### config.mk
export PLATFORM = sky130hd
export DESIGN_NAME = smfs_top
export DESIGN_NICKNAME = d
export VERILOG_FILES = /design/src/rtl/smfs_pkg.sv /design/src/rtl/smfs_top.sv
export SDC_FILE = /design/constraint.sdc
export NUM_CORES = 1
export LEC_CHECK = 0
export ABC_AREA = 1
export BUFFER_PORTS_ARGS = -buffer_cell sky130_fd_sc_hd__buf_2
export CELL_PAD_IN_SITES_DETAIL_PLACEMENT = 2
export CELL_PAD_IN_SITES_GLOBAL_PLACEMENT = 2
export CORE_ASPECT_RATIO = 2
export CORE_MARGIN = 5
export CORE_UTILIZATION = 36
export DETAILED_ROUTE_END_ITERATION = 8
export GPL_TIMING_DRIVEN = 0
export PLACE_DENSITY = 0.86
export SYNTH_ARGS = -nofsm -noshare
export SYNTH_HDL_FRONTEND = slang
export SYNTH_SLANG_ARGS = --single-unit
export TNS_END_PERCENT = 30
### constraint.sdc
create_clock -name i_clk -period 1.9 [get_ports i_clk]
set_input_delay 0.38 -clock i_clk [delete_from_list [all_inputs] [get_ports i_clk]]
set_output_delay 0.38 -clock i_clk [all_outputs]
set_load 0.02 [all_outputs]
### src/rtl/smfs_pkg.sv
// package for the switch mode and fault supervisor
// assumes a 25 MHz core clock; times are converted to cycle counts here
package smfs_pkg;
  localparam int unsigned CLK_HZ           = 25_000_000;
  localparam int unsigned WDOG_TIMEOUT_MS  = 310;
  localparam int unsigned INPUT_IDLE_MS    = 250;
  localparam int unsigned WDOG_TIMEOUT_CYC = (CLK_HZ / 1000) * WDOG_TIMEOUT_MS;
  localparam int unsigned INPUT_IDLE_CYC   = (CLK_HZ / 1000) * INPUT_IDLE_MS;

  // register indices
  localparam logic [3:0] REG_GLOBAL_CONFIG = 4'h0;
  localparam logic [3:0] REG_PULSE_WIDTH0  = 4'h1;
  localparam logic [3:0] REG_PULSE_WIDTH1  = 4'h2;
  localparam logic [3:0] REG_CHAN_CFG      = 4'h3;
  localparam logic [3:0] REG_GLOBAL_STATUS = 4'h4;
  localparam logic [3:0] REG_CHAN_FAULT0   = 4'h5;
  localparam logic [3:0] REG_CHAN_FAULT1   = 4'h6;

  // global config fields
  localparam int unsigned GCR_WDOG_DIS  = 4;
  localparam int unsigned GCR_OV_EN     = 3;
  localparam int unsigned GCR_SUPFAIL_EN = 2;
  localparam int unsigned GCR_PARALLEL  = 1;
  localparam int unsigned GCR_POR       = 0;
  localparam logic [15:0] GCR_RESET     = 16'h0008;
  // channel config: bit0 direct-input disable ch0, bit1 ch1, bits 4..7 detector enables
  localparam int unsigned CFG_DIR_DIS0  = 0;
  localparam int unsigned CFG_DIR_DIS1  = 1;
  localparam int unsigned CFG_OS_EN     = 4;
  localparam int unsigned CFG_OLOFF_EN  = 5;
  localparam int unsigned CFG_OLON_EN   = 6;
  localparam int unsigned CFG_CLKF_EN   = 7;
  localparam logic [15:0] CFG_RESET     = 16'h0080;
  localparam int unsigned PWR_ON_BIT    = 8;
  localparam int unsigned WORD_TOGGLE   = 15;
  // channel fault register bits
  localparam int unsigned FB_OC = 0;
  localparam int unsigned FB_SC = 1;
  localparam int unsigned FB_OT = 2;
  localparam int unsigned FB_OS = 3;
  localparam int unsigned FB_OLON = 4;
  localparam int unsigned FB_OLOFF = 5;
  localparam int unsigned FB_CLKF = 6;
  localparam int unsigned FB_LATCHED = 7;
  // global status bits
  localparam int unsigned SB_UV = 0;
  localparam int unsigned SB_OV = 1;
  localparam logic [7:0]  LATCHABLE_MASK = 8'h07;

  typedef enum logic [3:0] {
    MODE_SLEEP    = 4'b0001,
    MODE_NORMAL   = 4'b0010,
    MODE_FAILSAFE = 4'b0100,
    MODE_FAULT    = 4'b1000
  } smfs_mode_t;
endpackage

### src/rtl/smfs_top.sv
// switch mode and fault supervisor: mode selection, watchdog, sticky and latched faults
// assumes the serial word receiver, fault detectors and retry counter sit outside
//
// Strobed register access and the placing of the registers were left to the implementer.
`timescale 1ns/1ps
module smfs_top #(
  parameter int unsigned WDOG_CYC = smfs_pkg::WDOG_TIMEOUT_CYC,
  parameter int unsigned IDLE_CYC = smfs_pkg::INPUT_IDLE_CYC
) (
  input  wire logic              i_clk,
  input  wire logic              i_rst_n,
  input  wire logic              i_wake_hold,
  input  wire logic [1:0]        i_direct_in,
  input  wire logic              i_vdd_ok,
  input  wire logic              i_word_valid,
  input  wire logic [15:0]       i_word,
  input  wire logic [1:0]        i_oc,
  input  wire logic [1:0]        i_ot,
  input  wire logic [1:0]        i_sc,
  input  wire logic [1:0]        i_os,
  input  wire logic [1:0]        i_ol_on,
  input  wire logic [1:0]        i_ol_off,
  input  wire logic [1:0]        i_clk_fail,
  input  wire logic              i_uv,
  input  wire logic              i_ov,
  input  wire logic [1:0]        i_retry_turn_on,
  input  wire logic [1:0]        i_retry_expired,
  input  wire logic [1:0]        i_retry_reset,
  input  wire logic              i_retry_en,
  input  wire logic              i_power_on,
  input  wire logic [3:0]        i_addr,
  input  wire logic [15:0]       i_wdata,
  input  wire logic              i_wr,
  input  wire logic              i_rd,
  output logic      [15:0]       o_rdata,
  output logic      [1:0]        o_chan_on,
  output logic                   o_failsafe_n,
  output logic                   o_fault_status_n,
  output smfs_pkg::smfs_mode_t   o_mode
);
  import smfs_pkg::*;

  initial begin
    if (WDOG_CYC < 1 || IDLE_CYC < 1 || WDOG_CYC >= 32'hFFFF_FFFF) begin
      $error("smfs_top: bad cycle counts");
    end
  end

  // two-flop synchronisers for pin-domain inputs
  logic [2:0] sync1;
  logic [2:0] sync2;
  always_ff @(posedge i_clk or negedge i_rst_n) begin
    if (!i_rst_n) begin
      sync1 <= 3'h0;
      sync2 <= 3'h0;
    end else begin
      sync1 <= {i_wake_hold, i_direct_in};
      sync2 <= sync1;
    end
  end
  wire       hold   = sync2[2];
  wire [1:0] din    = sync2[1:0];
  logic      hold_d;

  // input activity flags
  logic [31:0] idle_cnt [2];
  logic [1:0]  act;
  genvar g;
  generate
    for (g = 0; g < 2; g++) begin : g_act
      always_ff @(posedge i_clk or negedge i_rst_n) begin
        if (!i_rst_n) begin
          idle_cnt[g] <= '0;
          act[g]      <= 1'b0;
        end else if (din[g]) begin
          idle_cnt[g] <= '0;
          act[g]      <= 1'b1;
        end else if (idle_cnt[g] >= IDLE_CYC) begin
          act[g]      <= 1'b0;
        end else begin
          idle_cnt[g] <= idle_cnt[g] + 32'h0000_0001;
        end
      end
    end
  endgenerate

  // registers
  logic [15:0] global_config_register;
  logic [15:0] cfg;
  logic [15:0] pwr [2];
  logic [7:0]  fault_bits [2];
  logic [1:0]  gstat;
  logic [1:0]  latched;
  smfs_mode_t  mode;

  wire watchdog_disable_bit  = global_config_register[GCR_WDOG_DIS];
  wire ov_en   = global_config_register[GCR_OV_EN];
  wire sup_en  = global_config_register[GCR_SUPFAIL_EN];

  // watchdog
  logic [31:0] wd_cnt;
  logic        wd_run;
  logic        wd_last;
  logic        wd_timeout;
  wire wd_active = i_vdd_ok && !watchdog_disable_bit && hold;
  wire hold_rise = hold && !hold_d;

  // fail-safe exit sequence
  logic        exit_armed;
  logic [31:0] exit_cnt;
  logic        fs_sticky;
  wire in_fs_any = (mode == MODE_FAILSAFE) || fs_sticky;

  wire wake     = hold | act[0] | act[1];
  wire fs_term  = (!i_vdd_ok && sup_en) || (wd_timeout && !watchdog_disable_bit);
  wire fault_term = (|i_oc) | (|i_ot) | (|i_sc) | i_uv | (i_ov & ov_en);
  wire fs_now   = fs_term || fs_sticky;

  smfs_mode_t next_mode;
  always_comb begin
    if (!wake)           next_mode = MODE_SLEEP;
    else if (fault_term) next_mode = MODE_FAULT;
    else if (fs_now)     next_mode = MODE_FAILSAFE;
    else                 next_mode = MODE_NORMAL;
  end

  wire fs_enter  = fs_term && !fs_sticky;
  wire exit_done = exit_armed && i_word_valid && exit_cnt < WDOG_CYC;
  wire reg_block = fs_sticky || mode == MODE_SLEEP;

  always_ff @(posedge i_clk or negedge i_rst_n) begin
    if (!i_rst_n) begin
      mode      <= MODE_SLEEP;
      hold_d    <= 1'b0;
      fs_sticky <= 1'b0;
    end else begin
      mode   <= next_mode;
      hold_d <= hold;
      if (fs_enter && wake) fs_sticky <= 1'b1;
      else if (exit_done)   fs_sticky <= 1'b0;
    end
  end

  always_ff @(posedge i_clk or negedge i_rst_n) begin
    if (!i_rst_n) begin
      wd_cnt     <= '0;
      wd_run     <= 1'b0;
      wd_last    <= 1'b0;
      wd_timeout <= 1'b0;
    end else if (!wd_active || fs_sticky) begin
      // a started timer survives a disable; leaving fail-safe restarts it
      wd_run     <= (wd_run && hold && !fs_sticky) || exit_done;
      wd_cnt     <= '0;
      wd_timeout <= 1'b0;
    end else if (hold_rise) begin
      wd_run <= 1'b1;
      wd_cnt <= '0;
    end else if (wd_run) begin
      if (i_word_valid && i_word[WORD_TOGGLE] != wd_last) begin
        wd_last <= i_word[WORD_TOGGLE];
        wd_cnt  <= '0;
      end else if (wd_cnt >= WDOG_CYC) begin
        wd_timeout <= 1'b1;
      end else begin
        wd_cnt <= wd_cnt + 32'h0000_0001;
      end
    end
  end

  always_ff @(posedge i_clk or negedge i_rst_n) begin
    if (!i_rst_n) begin
      exit_armed <= 1'b0;
      exit_cnt   <= '0;
    end else if (!fs_sticky || exit_done) begin
      exit_armed <= 1'b0;
      exit_cnt   <= '0;
    end else if (!exit_armed) begin
      exit_cnt <= '0;
      if (i_word_valid && i_word[WORD_TOGGLE]) exit_armed <= 1'b1;
    end else if (exit_cnt >= WDOG_CYC) begin
      exit_armed <= 1'b0;
    end else begin
      exit_cnt <= exit_cnt + 32'h0000_0001;
    end
  end

  // fault control and delatch detection
  logic [1:0] fc;
  logic [1:0] fc_d;
  logic [1:0] fc_seen_low;
  wire  [1:0] dir_dis = {cfg[CFG_DIR_DIS1], cfg[CFG_DIR_DIS0]};
  wire  [1:0] on_bit  = {pwr[1][PWR_ON_BIT], pwr[0][PWR_ON_BIT]};
  assign fc = (act & ~dir_dis) | on_bit;

  wire [1:0] cause = i_oc | i_ot | i_sc | {2{i_uv}};
  wire [1:0] delatch_req;
  assign delatch_req = (fc_seen_low & fc & ~fc_d) | (i_retry_reset & {2{i_retry_en}});

  function automatic logic [7:0] chan_events(input logic [1:0] idx);
    logic [7:0] e;
    e = '0;
    e[FB_OC]    = i_oc[idx[0]];
    e[FB_SC]    = i_sc[idx[0]];
    e[FB_OT]    = i_ot[idx[0]];
    e[FB_OS]    = i_os[idx[0]] & cfg[CFG_OS_EN];
    e[FB_OLON]  = i_ol_on[idx[0]] & cfg[CFG_OLON_EN];
    e[FB_OLOFF] = i_ol_off[idx[0]] & cfg[CFG_OLOFF_EN];
    e[FB_CLKF]  = i_clk_fail[idx[0]] & cfg[CFG_CLKF_EN];
    return e;
  endfunction

  wire rd_f0 = i_rd && !reg_block && i_addr == REG_CHAN_FAULT0;
  wire rd_f1 = i_rd && !reg_block && i_addr == REG_CHAN_FAULT1;
  wire rd_st = i_rd && !reg_block && i_addr == REG_GLOBAL_STATUS;
  wire [1:0] rd_f = {rd_f1, rd_f0};
  wire to_normal = exit_done;

  generate
    for (g = 0; g < 2; g++) begin : g_flt
      wire [7:0] ev = chan_events(2'(g));
      wire [7:0] clr_mask = (rd_f[g] && !latched[g]) ? ev : 8'hFF;
      always_ff @(posedge i_clk or negedge i_rst_n) begin
        if (!i_rst_n) begin
          fault_bits[g]  <= '0;
          latched[g]     <= 1'b0;
          fc_d[g]        <= 1'b0;
          fc_seen_low[g] <= 1'b0;
        end else begin
          fc_d[g] <= fc[g];
          if (fc_d[g] && !fc[g]) fc_seen_low[g] <= 1'b1;
          else if (delatch_req[g]) fc_seen_low[g] <= 1'b0;
          if (i_power_on || (fs_enter && !fs_sticky)) begin
            latched[g] <= 1'b0;
          end else if (delatch_req[g] && !cause[g]) begin
            latched[g] <= 1'b0;
          end else if (i_retry_turn_on[g] && i_retry_expired[g] && cause[g]) begin
            latched[g] <= 1'b1;
          end
          if (i_power_on || fs_enter || to_normal) begin
            fault_bits[g] <= (to_normal && latched[g]) ? (fault_bits[g] & LATCHABLE_MASK) : 8'h00;
          end else begin
            // set wins over a read clear; latchable bits hold until a read while the channel is not latched
            fault_bits[g] <= ((fault_bits[g] & clr_mask)
                              | (fault_bits[g] & LATCHABLE_MASK & ~{8{i_retry_turn_on[g]}}
                                 & {8{!rd_f[g] || latched[g]}})
                              | ev) & 8'h7F;
          end
        end
      end
    end
  endgenerate

  always_ff @(posedge i_clk or negedge i_rst_n) begin
    if (!i_rst_n) begin
      gstat <= '0;
    end else begin
      gstat[SB_UV] <= i_uv | (gstat[SB_UV] & ~(rd_st & ~i_uv));
      gstat[SB_OV] <= i_ov | (gstat[SB_OV] & ~(rd_st & ~i_ov));
    end
  end

  // register writes; block while in fail-safe or sleep
  wire wr_ok = i_wr && !reg_block;
  wire reg_reset = fs_enter || to_normal || mode == MODE_SLEEP || i_power_on;
  wire [15:0] keep_gcr = global_config_register & ((16'h0001 << GCR_POR) | (16'h0001 << GCR_PARALLEL));

  always_ff @(posedge i_clk or negedge i_rst_n) begin
    if (!i_rst_n) begin
      global_config_register    <= GCR_RESET;
      cfg    <= CFG_RESET;
      pwr[0] <= '0;
      pwr[1] <= '0;
    end else if (reg_reset) begin
      global_config_register    <= GCR_RESET | keep_gcr;
      cfg    <= CFG_RESET;
      pwr[0] <= '0;
      pwr[1] <= '0;
    end else if (wr_ok) begin
      if (i_addr == REG_GLOBAL_CONFIG) global_config_register    <= i_wdata;
      if (i_addr == REG_CHAN_CFG)      cfg    <= i_wdata;
      if (i_addr == REG_PULSE_WIDTH0)  pwr[0] <= i_wdata;
      if (i_addr == REG_PULSE_WIDTH1)  pwr[1] <= i_wdata;
    end
  end

  // read data one cycle after the strobe
  logic [15:0] rsel;
  always_comb begin
    unique case (i_addr)
      REG_GLOBAL_CONFIG: rsel = global_config_register;
      REG_PULSE_WIDTH0:  rsel = pwr[0];
      REG_PULSE_WIDTH1:  rsel = pwr[1];
      REG_CHAN_CFG:      rsel = cfg;
      REG_GLOBAL_STATUS: rsel = {8'h00, 1'b0, fs_sticky, mode, gstat[SB_OV], gstat[SB_UV]};
      REG_CHAN_FAULT0:   rsel = {8'h00, latched[0], fault_bits[0][6:0]};
      REG_CHAN_FAULT1:   rsel = {8'h00, latched[1], fault_bits[1][6:0]};
      default:           rsel = 16'h0000;
    endcase
  end

  // outputs
  wire direct_ctl = !hold || fs_sticky;
  wire [1:0] serial_on = on_bit;
  wire [1:0] chan_off  = i_oc | i_ot | i_sc | latched | {2{i_uv | (i_ov & ov_en)}};
  wire [1:0] next_on   = (mode == MODE_SLEEP) ? 2'b00 :
                         ((direct_ctl ? din : serial_on) & ~chan_off);
  wire any_fault = fault_term | (|latched)
                   | (|(i_os & {2{cfg[CFG_OS_EN]}})) | (|(i_clk_fail & {2{cfg[CFG_CLKF_EN]}}))
                   | (|(i_ol_on & {2{cfg[CFG_OLON_EN]}})) | (|(i_ol_off & {2{cfg[CFG_OLOFF_EN]}}));

  always_ff @(posedge i_clk or negedge i_rst_n) begin
    if (!i_rst_n) begin
      o_rdata          <= '0;
      o_chan_on        <= '0;
      o_failsafe_n     <= 1'b1;
      o_fault_status_n <= 1'b1;
      o_mode           <= MODE_SLEEP;
    end else begin
      o_rdata          <= (i_rd && !reg_block) ? rsel : 16'h0000;
      o_chan_on        <= next_on;
      o_failsafe_n     <= !(fs_sticky || (fs_enter && wake));
      o_fault_status_n <= !any_fault;
      o_mode           <= next_mode;
    end
  end

  wire unused_ok = in_fs_any;
endmodule // smfs_top

* Yosys cells after proc, flatten, opt, wreduce, memory -nomap -nowiden *
Cells that the tools add are included.

word-level totals
  bits of input ports = 69
  flip-flop bits (word level) = 252
  output and inout bits = 24
  logic and storage cells = 284

operators by class
  reductions and logical operators = 97
  bitwise gates (word level) = 65
  magnitude comparators = 5
  add/subtract/negate cells = 4
  muxes and demuxes = 62
  equal/unequal tests = 16

operator list
  kind                     number
  $mux W32                 14
  $mux W16                 9
  $add A32 B1 Y32 const B  4
  $ge A32 B23 Y1 const B   4
  $pmux W16 S7             1
  $lt A32 B23 Y1 const B   1
  $logic_and A1 B1 Y1      31
  $and A7 B7 Y7            4
  $mux W7                  4
  $or A7 B7 Y7             4
  $mux W1                  27
  $reduce_bool A2 Y1       13
  $and A2 B2 Y2            9
  $logic_not A1 Y1         17
  $logic_or A1 B1 Y1       16
  $reduce_or A2 Y1         8
  $and A3 B7 Y7            2
  $not A7 Y7               2
  $or A1 B1 Y1             14
  $or A2 B2 Y2             7
  $and A1 B1 Y1            13
  $eq A4 B3 Y1 const B     3
  $ne A2 B2 Y1 const B     5
  $reduce_and A2 Y1        5
  other kinds (15)         32

* Longest topological paths before layout *
Gate-level depths: netlist (run 1).

  depth in word-level cells = 11
  depth in mapped cells = 14
  depth with buffers taken out = 13

* Worst setup path before layout (run 1) *
Ideal clock, no wire load.

  kind = register -> register
  from = register o_mode[3] (netlist name)
  to = register pwr (netlist bit on_bit[1])
  library setup time = 0.117 ns
  required time = 1.783 ns
  buffers on the path = 1
  setup slack = 0.182 ns
  data arrival time = 1.601 ns
  cell stages (with the launch flop) = 9
  clock period less this slack = 1.718 ns
  cells stage by stage = dfrtp_1 -> inv_1 -> nand4_2 -> nand3_2 -> nor2_1 -> nor2_4 -> buf_6 -> nand2_1 -> nand2_1

RTL lines
  element           RTL line        text
  end: declaration  smfs_top.sv:90  logic [15:0] pwr [2];

* Worst setup path in the final report (run 1) *
  from = register exit_cnt[21]
  to = register pwr[5] (netlist name)

on the way
  word-level cells in the longest chain between the ends = 7
  elaborated cells on any way between the ends = 9
  those cells by class = order compare: 1; mux: 1; reduce/logical: 7

RTL lines
  element                             RTL line         text
  start: declaration                  smfs_top.sv:110  logic [31:0] exit_cnt;
  start signal: assignment            smfs_top.sv:183  exit_cnt <= exit_cnt + 32'h0000_0001;
  $lt A32 B23 Y1 *                    smfs_top.sv:128  wire exit_done = exit_armed && i_word_valid && exit_cnt < WDOG_CYC;
  $logic_and A1 B1 Y1 *               smfs_top.sv:128
  $logic_or A1 B1 Y1 * (3 in series)  smfs_top.sv:264  wire reg_reset = fs_enter || to_normal || mode == MODE_SLEEP || i_power_on;
  $reduce_bool A2 Y1 (no line)        --
  $reduce_and A2 Y1 (no line)         --

Mark *: on every way between the ends. The rest lies on a longest branch, timed or not.
A chain may end at the register's enable or synchronous reset.

==> impl_metrics.env, run 1 <==
export IMPL_status="finished, violations left"
export IMPL_violations="setup timing"
export IMPL_ant_nets=0
export IMPL_drt_total_wl_microns=75500
export IMPL_synth_main_ff_cell="dfrtp_1"
export IMPL_clkSinkCount=252
export IMPL_critPathLaunchType="flip-flop"
export IMPL_setup_violations=173
export IMPL_synth_fp_nets=1867
export IMPL_finalNetCount=2051
export IMPL_clk_pin_slew_worst_paths_ps=90
export IMPL_fin_crit_sh_pct=120
export IMPL_crit_required_ps=2390
export IMPL_drv_cap=0
export IMPL_fp_dieW_microns=146
export IMPL_holdWs_ps=65.9
export IMPL_wire_per_inst_microns=30.8
export IMPL_utilization_pct=46.0
export IMPL_grt_pass1_vias=16300
export IMPL_synthTopCellsByCount="nand2_1, dfrtp_1, nor2_1"
export IMPL_core_sq_um=37000
export IMPL_grt_max_degree=112
export IMPL_netlist_top_cells_area="dfrtp_1, nand2_1, nor2_1"
export IMPL_async_flop_share_pct=100
export IMPL_finalSetupTns_ps=-32970
export IMPL_gp_congestion=0.874
export IMPL_drive_gt1_share_pct=22.9
export IMPL_syn_area_per_cell_sq_um=7.47
export IMPL_grt_usage_pct=30.7
export IMPL_crit_type="reg -> reg"
export IMPL_synth_area_sq_um=13400
export IMPL_yosys_warnings=0
export IMPL_num_io_pins=93
export IMPL_synth_edf_count=0
export IMPL_relSlewSlack_pct=42.4
export IMPL_hp_class="in -> reg"
export IMPL_die_y_microns=283
export IMPL_vias_per_cell=6.08
export IMPL_syn_inst=1790
export IMPL_post_synth_top_count_cell="nand2_1"
export IMPL_ys_seq_area_share_pct=47.2
export IMPL_period_minus_slack_ps=2280
export IMPL_dpl_hpwl_microns=39200
export IMPL_start_util_pct=36.1
export IMPL_drtIter0Drc=815
export IMPL_hold_viol_final=0
export IMPL_fillCellCount=4153
export IMPL_finalPower_mw=12.7
export IMPL_cts_tree="built"
export IMPL_netlist_cell_type_count=49
export IMPL_vias=14900
export IMPL_power_density_nw_per_um2=743
export IMPL_synth_top_area_share_pct=46.2
export IMPL_dieArea_sq_um=41300
export IMPL_fmax_ghz=0.438
export IMPL_skew_ps=31.6
export IMPL_portBuffers=77
export IMPL_fin_ws_ps=-383
export IMPL_leakage_nw=7.74
export IMPL_ir_drop_mv=0.892
export IMPL_yosys_area_top_type="dfrtp_1"
export IMPL_antenna_found_initial=2
export IMPL_grt_pass1_wl_microns=98600
export IMPL_arrival_ps=2780
export IMPL_std_cell_rows=100
export IMPL_clock_path_buffers=3
export IMPL_cts_root_buffer="clkbuf_16"
export IMPL_globalRouteOverflowTotal=0
export IMPL_rsz0062_at_grt="yes"
export IMPL_drt_pass1_iter_count=5
export IMPL_drc=0
export IMPL_area_growth_pct=27.5
export IMPL_end_kind="flip-flop"
export IMPL_cts_buffers=26
export IMPL_worst_pin_slew_ps=857
export IMPL_slew_violations=0
export IMPL_worstSkewPairLatency_ps=590
export IMPL_ys_seq_elements=252
export IMPL_cts_htree_levels=1
export IMPL_crit_fanout=6
metrics by stage:
step | cell area, sq um | setup slack (ps) | cells
finish | 17100 | -383 | 2452
CTS | 16200 | -129 | 2421
global placement | 14300 | -4400 | 2326
floorplan | 13400 | 182 | 1790
global route | 17000 | -434 | 2451
detailed placement | 14400 | -830 | 2328
cells in the final DEF, fill, tap and decap left out, drive strengths merged, types with 5 or more instances in the layout:
cell type	count
a221oi	10
nand3	122
xnor2	6
dfstp	5
nand2	504
o22ai	17
nand3b	7
ha	8
a21oi	26
clkbuf	57
nand4	69
dfrtp	247
inv	225
nor2	246
o21ai	116
clkinv	9
buf	180
xor2	33
nor3	62
kinds of logic (layout without fill, tap and decap cells):
| logic type | after synthesis | in the layout | share of synthesized area (%) |
|---|---|---|---|
| AOI/OAI and AO/OA | 188 | 188 | 7.87 |
| xor gates and xnor gates | 39 | 39 | 2.55 |
| adders and majority gates | 8 | 8 | 0.749 |
| buffers and inverters | 278 | 479 | 8.29 |
| DFF | 252 | 252 | 47.2 |
| muxes | 1 | 1 | 0.0842 |
| other | 0 | 2 | 0 |
| and+or+nand+nor | 1024 | 1024 | 33.2 |
cell type report:
type,count,area (sq um),share of cell area [%]
diodes,2,5.00,0.0294
plain buffers,47,373,2.19
clock buffers,35,734,4.31
clock inverters,10,120,0.704
inverters,228,880,5.16
multi-input cells,1260,6790,39.8
flip-flops and latches,252,6340,37.2
well taps,459,574,3.37
repair buffers,159,1230,7.23
final timing paths:
path,slack [ps],endpoint,from,depth (start not counted)
setup / recovery,-380,pwr[5]$_DFFE_PN0P_,exit_cnt[21]$_DFFE_PN0P_,12
min in group asynchronous,290,global_config_register[9]$_DFFE_PN0P_,i_rst_n,2
hold / removal,70,gstat[1]$_DFF_PN0_,i_ov,2
max in group asynchronous,140,wd_cnt[10]$_DFFE_PN0P_,i_rst_n,4
setup reg to reg,-380,pwr[5]$_DFFE_PN0P_,exit_cnt[21]$_DFFE_PN0P_,12
hold reg to reg,370,sync2[0]$_DFF_PN0_,sync1[0]$_DFF_PN0_,0
power by group:
group	leakage [nW]	total [mW]	internal [mW]	switching (mW)
logic	3.94	1.42	0.393	1.03
clock network	0.416	5.66	2.99	2.67
registers	3.38	5.59	5.46	0.123
total	7.74	12.7	8.85	3.83
worst max-delay path, stage by stage, from the launching register on:
cell and delay [ps]:
dfrtp_1 450, nand2_1 110, nor3_2 190, nand2_1 120, nor2_2 160, nand2_4 80, nand3_4 140, nand3_4 150
buf_4 200, nor2_4 160, buf_4 190, nand2_1 80, nand2_1 150
per-layer routing:
layer  GRT usage (%)  routed length (microns)  up-vias
met1            29.5                    24600     7631
li1                -                        -     6116
met5               0                        0        -
met4            21.2                     7230        0
met2            60.1                    40300      752
met3            3.64                     3350      412
repair_timing:
item | in CTS | in global routing
hold buffers | 4 | 0
setup endpoints to repair | 201 | 247
pin swaps | 22 | 33
setup buffers | 42 | 30
cloned | 3 | 2
gates resized for setup | 163 | 195
hold endpoints to repair | 48 | 0
sequential cells by signal (all words and copies together), names as in the netlist, 2 cells and up:
signal / cells
fc_seen_low: 2
gstat: 2
wd_cnt: 32
exit_cnt: 32
on_bit: 2
o_chan_on: 2
sync2: 3
cfg: 16
latched: 2
fc_d: 2
act: 2
fault_bits: 14
sync1: 3
o_rdata: 16
pwr: 30
global_config_register: 16
idle_cnt: 64
o_mode: 4
(Power assumes the default switching activity.)
==> run 2: changes to the inputs <==
--- a/config.mk
+++ b/config.mk
@@ -15,6 +15,7 @@
 export DETAILED_ROUTE_END_ITERATION = 8
 export GPL_TIMING_DRIVEN = 0
 export PLACE_DENSITY = 0.86
+export SKIP_CTS_REPAIR_TIMING = 1
 export SYNTH_ARGS = -nofsm -noshare
 export SYNTH_HDL_FRONTEND = slang
 export SYNTH_SLANG_ARGS = --single-unit
==> run 2 against run 1 <==
  * The run still ends with setup timing left
  * Critical endpoint is now cfg[15]$_DFFE_PN0P_
  * Clock power shrank 1%
  * Worst hold slack lost 15 ps
  * Largest power group unchanged
  * Critical path depth shrank 2
  * Core utilization shrank 0.60 points
  * Combinational power is essentially flat
  * Sequential share of layout area grew 0.44 points
  * Maximum frequency shrank 1.5%
==> impl_metrics.env, run 2 (same netlist as run 1, synthesis figures left out) <==
export IMPL_finalNetCount=2048
export IMPL_drv_cap=0
export IMPL_clkSinkCount=252
export IMPL_cts_htree_levels=1
export IMPL_final_cell_mix="nand2_1, dfrtp_1, inv_1"
export IMPL_ir_drop_mv=1.01
export IMPL_crit_required_ps=2420
export IMPL_wire_per_inst_microns=27.8
export IMPL_r2r_slack_ps=-420
export IMPL_dieArea_sq_um=41300
export IMPL_skew_ps=30.5
export IMPL_r2r_cells=10
export IMPL_die_y_microns=283
export IMPL_worst_pin_slew_ps=865
export IMPL_area_growth_pct=25.9
export IMPL_cts_buffers=26
export IMPL_crit_start="global_config_register[2]$_DFFE_PN0P_"
export IMPL_r2r_end="cfg[15]$_DFFE_PN0P_"
export IMPL_use_met2_pct=51.5
export IMPL_clock_path_buffers=3
export IMPL_cts_root_buffer="clkbuf_16"
export IMPL_globalRouteOverflowTotal=0
export IMPL_antenna_found_initial=0
export IMPL_drive_gt1_share_pct=21.5
export IMPL_r2r_start="global_config_register[2]$_DFFE_PN0P_"
export IMPL_vias_per_cell=5.84
export IMPL_ant_nets=0
export IMPL_drc=0
export IMPL_fin_ws_ps=-417
export IMPL_grt_usage_pct=25.3
export IMPL_critPathSlowestCell="dfrtp_1"
export IMPL_clk_pin_slew_worst_paths_ps=80
export IMPL_fillCellCount=4162
export IMPL_finalNonFillerCells=2447
export IMPL_critPathBufInv=3
export IMPL_worstSkewPairLatency_ps=600
export IMPL_grt_pass1_wl_microns=83100
export IMPL_grt_pass1_vias=15300
export IMPL_cts_tree="built"
export IMPL_slowest_delay_ps=420
export IMPL_crit_type="reg -> reg"
export IMPL_cp_top_family="simple AND/OR/NAND/NOR gates"
export IMPL_drt_total_wl_microns=68000
export IMPL_leakage_nw=7.65
export IMPL_hold_path_endpoint="gstat[1]$_DFF_PN0_"
export IMPL_gr_usage_met3_pct=2.42
export IMPL_critPathLaunchType="flip-flop"
export IMPL_path_common_cell="nor2_4"
export IMPL_regMostFlops="idle_cnt"
export IMPL_core_sq_um=37000
export IMPL_status="finished, violations left"
export IMPL_layout_commonest_cell="nand2_1"
export IMPL_vias=14300
export IMPL_grtUsageMet1_pct=24.0
export IMPL_slew_violations=0
export IMPL_top_usage_layer="met2"
export IMPL_fin_crit_sh_pct=122
export IMPL_hold_start="i_ov"
export IMPL_finalPower_mw=12.6
export IMPL_diodes=0
export IMPL_path_cells="inv_1, o22ai_2, inv_2, nor2_1, nor2_4, nand3_4, nor2_4, clkbuf_16, nand2_4, nand2_2"
export IMPL_drt_pass1_iter_count=5
export IMPL_portBuffers=77
export IMPL_utilization_pct=45.4
export IMPL_reg_largest_list="idle_cnt x64, exit_cnt x32, wd_cnt x32"
export IMPL_placed_cells=2328
export IMPL_std_cell_rows=100
export IMPL_largest_register_ffs=64
export IMPL_hold_viol_final=0
export IMPL_num_io_pins=93
export IMPL_end_kind="flip-flop"
export IMPL_dp_slack_ps=-830
export IMPL_crit_fanout=6
export IMPL_relSlewSlack_pct=42.4
export IMPL_drtIter0Drc=670
export IMPL_gp_congestion=0.874
export IMPL_arrival_ps=2840
export IMPL_fp_dieW_microns=146
export IMPL_hp_class="in -> reg"
export IMPL_grt_max_degree=112
export IMPL_dpl_hpwl_microns=39200
export IMPL_fmax_ghz=0.432
export IMPL_setup_violations=165
export IMPL_violations="setup timing"
export IMPL_rsz0062_at_grt="yes"
export IMPL_period_minus_slack_ps=2320
export IMPL_min_path_cells=2
export IMPL_start_util_pct=36.1
export IMPL_power_density_nw_per_um2=747
## run 2: worst register-to-register path: stages, from the launching register on
cell and delay [ps]:
dfrtp_1 420, inv_1 190, o22ai_2 150, inv_2 90, nor2_1 80, nor2_4 360
nand3_4 260, nor2_4 330, clkbuf_16 240, nand2_4 60, nand2_2 70
## run 2: final cells by class
type	count	area [sq um]	area share (%)
well taps	459	574	3.41
flip-flops and latches	252	6330	37.6
multi-input cells	1261	6630	39.4
plain buffers	49	374	2.22
inverters	228	881	5.23
clock inverters	10	120	0.714
clock buffers	35	734	4.36
repair buffers	153	1180	7.01
## run 2: worst max path at each step
stage                                            end  slack [ps]  cells past startpoint
2_1_floorplan                  on_bit[1]$_DFFE_PN0P_         180                      8
3_3_place_gp                idle_cnt[46]$_DFFE_PN0P_       -4400                      1
3_5_place_dp                      cfg[5]$_DFFE_PN0P_        -830                      7
4_1_cts        global_config_register[8]$_DFFE_PN0P_        -870                      8
5_1_grt                          pwr[31]$_DFFE_PN0P_        -470                     12
6_report                         cfg[15]$_DFFE_PN0P_        -420                     10
## run 2: per-layer routing
layer | vias up | part of all wire (%)
li1 | 6126 | -
met1 | 7298 | 33
met2 | 550 | 55
met3 | 313 | 3.9
met4 | 0 | 8.3
met5 | - | 0
## run 2: where the power goes
part / internal, mW / switching (mW) / total (mW) / leakage, nW
Sequential: 5.46 / 0.115 / 5.58 / 3.39
Clock: 2.99 / 2.60 / 5.59 / 0.416
Combinational: 0.418 / 0.983 / 1.40 / 3.84
## run 2: through the flow
stage | instance area [sq um] | TNS, ps | hold WS, ps
after global routing | 16800 | -50040 | 34.7
final | 16800 | -37840 | 50.8
after CTS | 15300 | -79450 | -284
after detailed placement | 14400 | -79850 | 322
after floorplan | 13400 | 0 | 84.4
after global placement | 14300 | -1155430 | 334
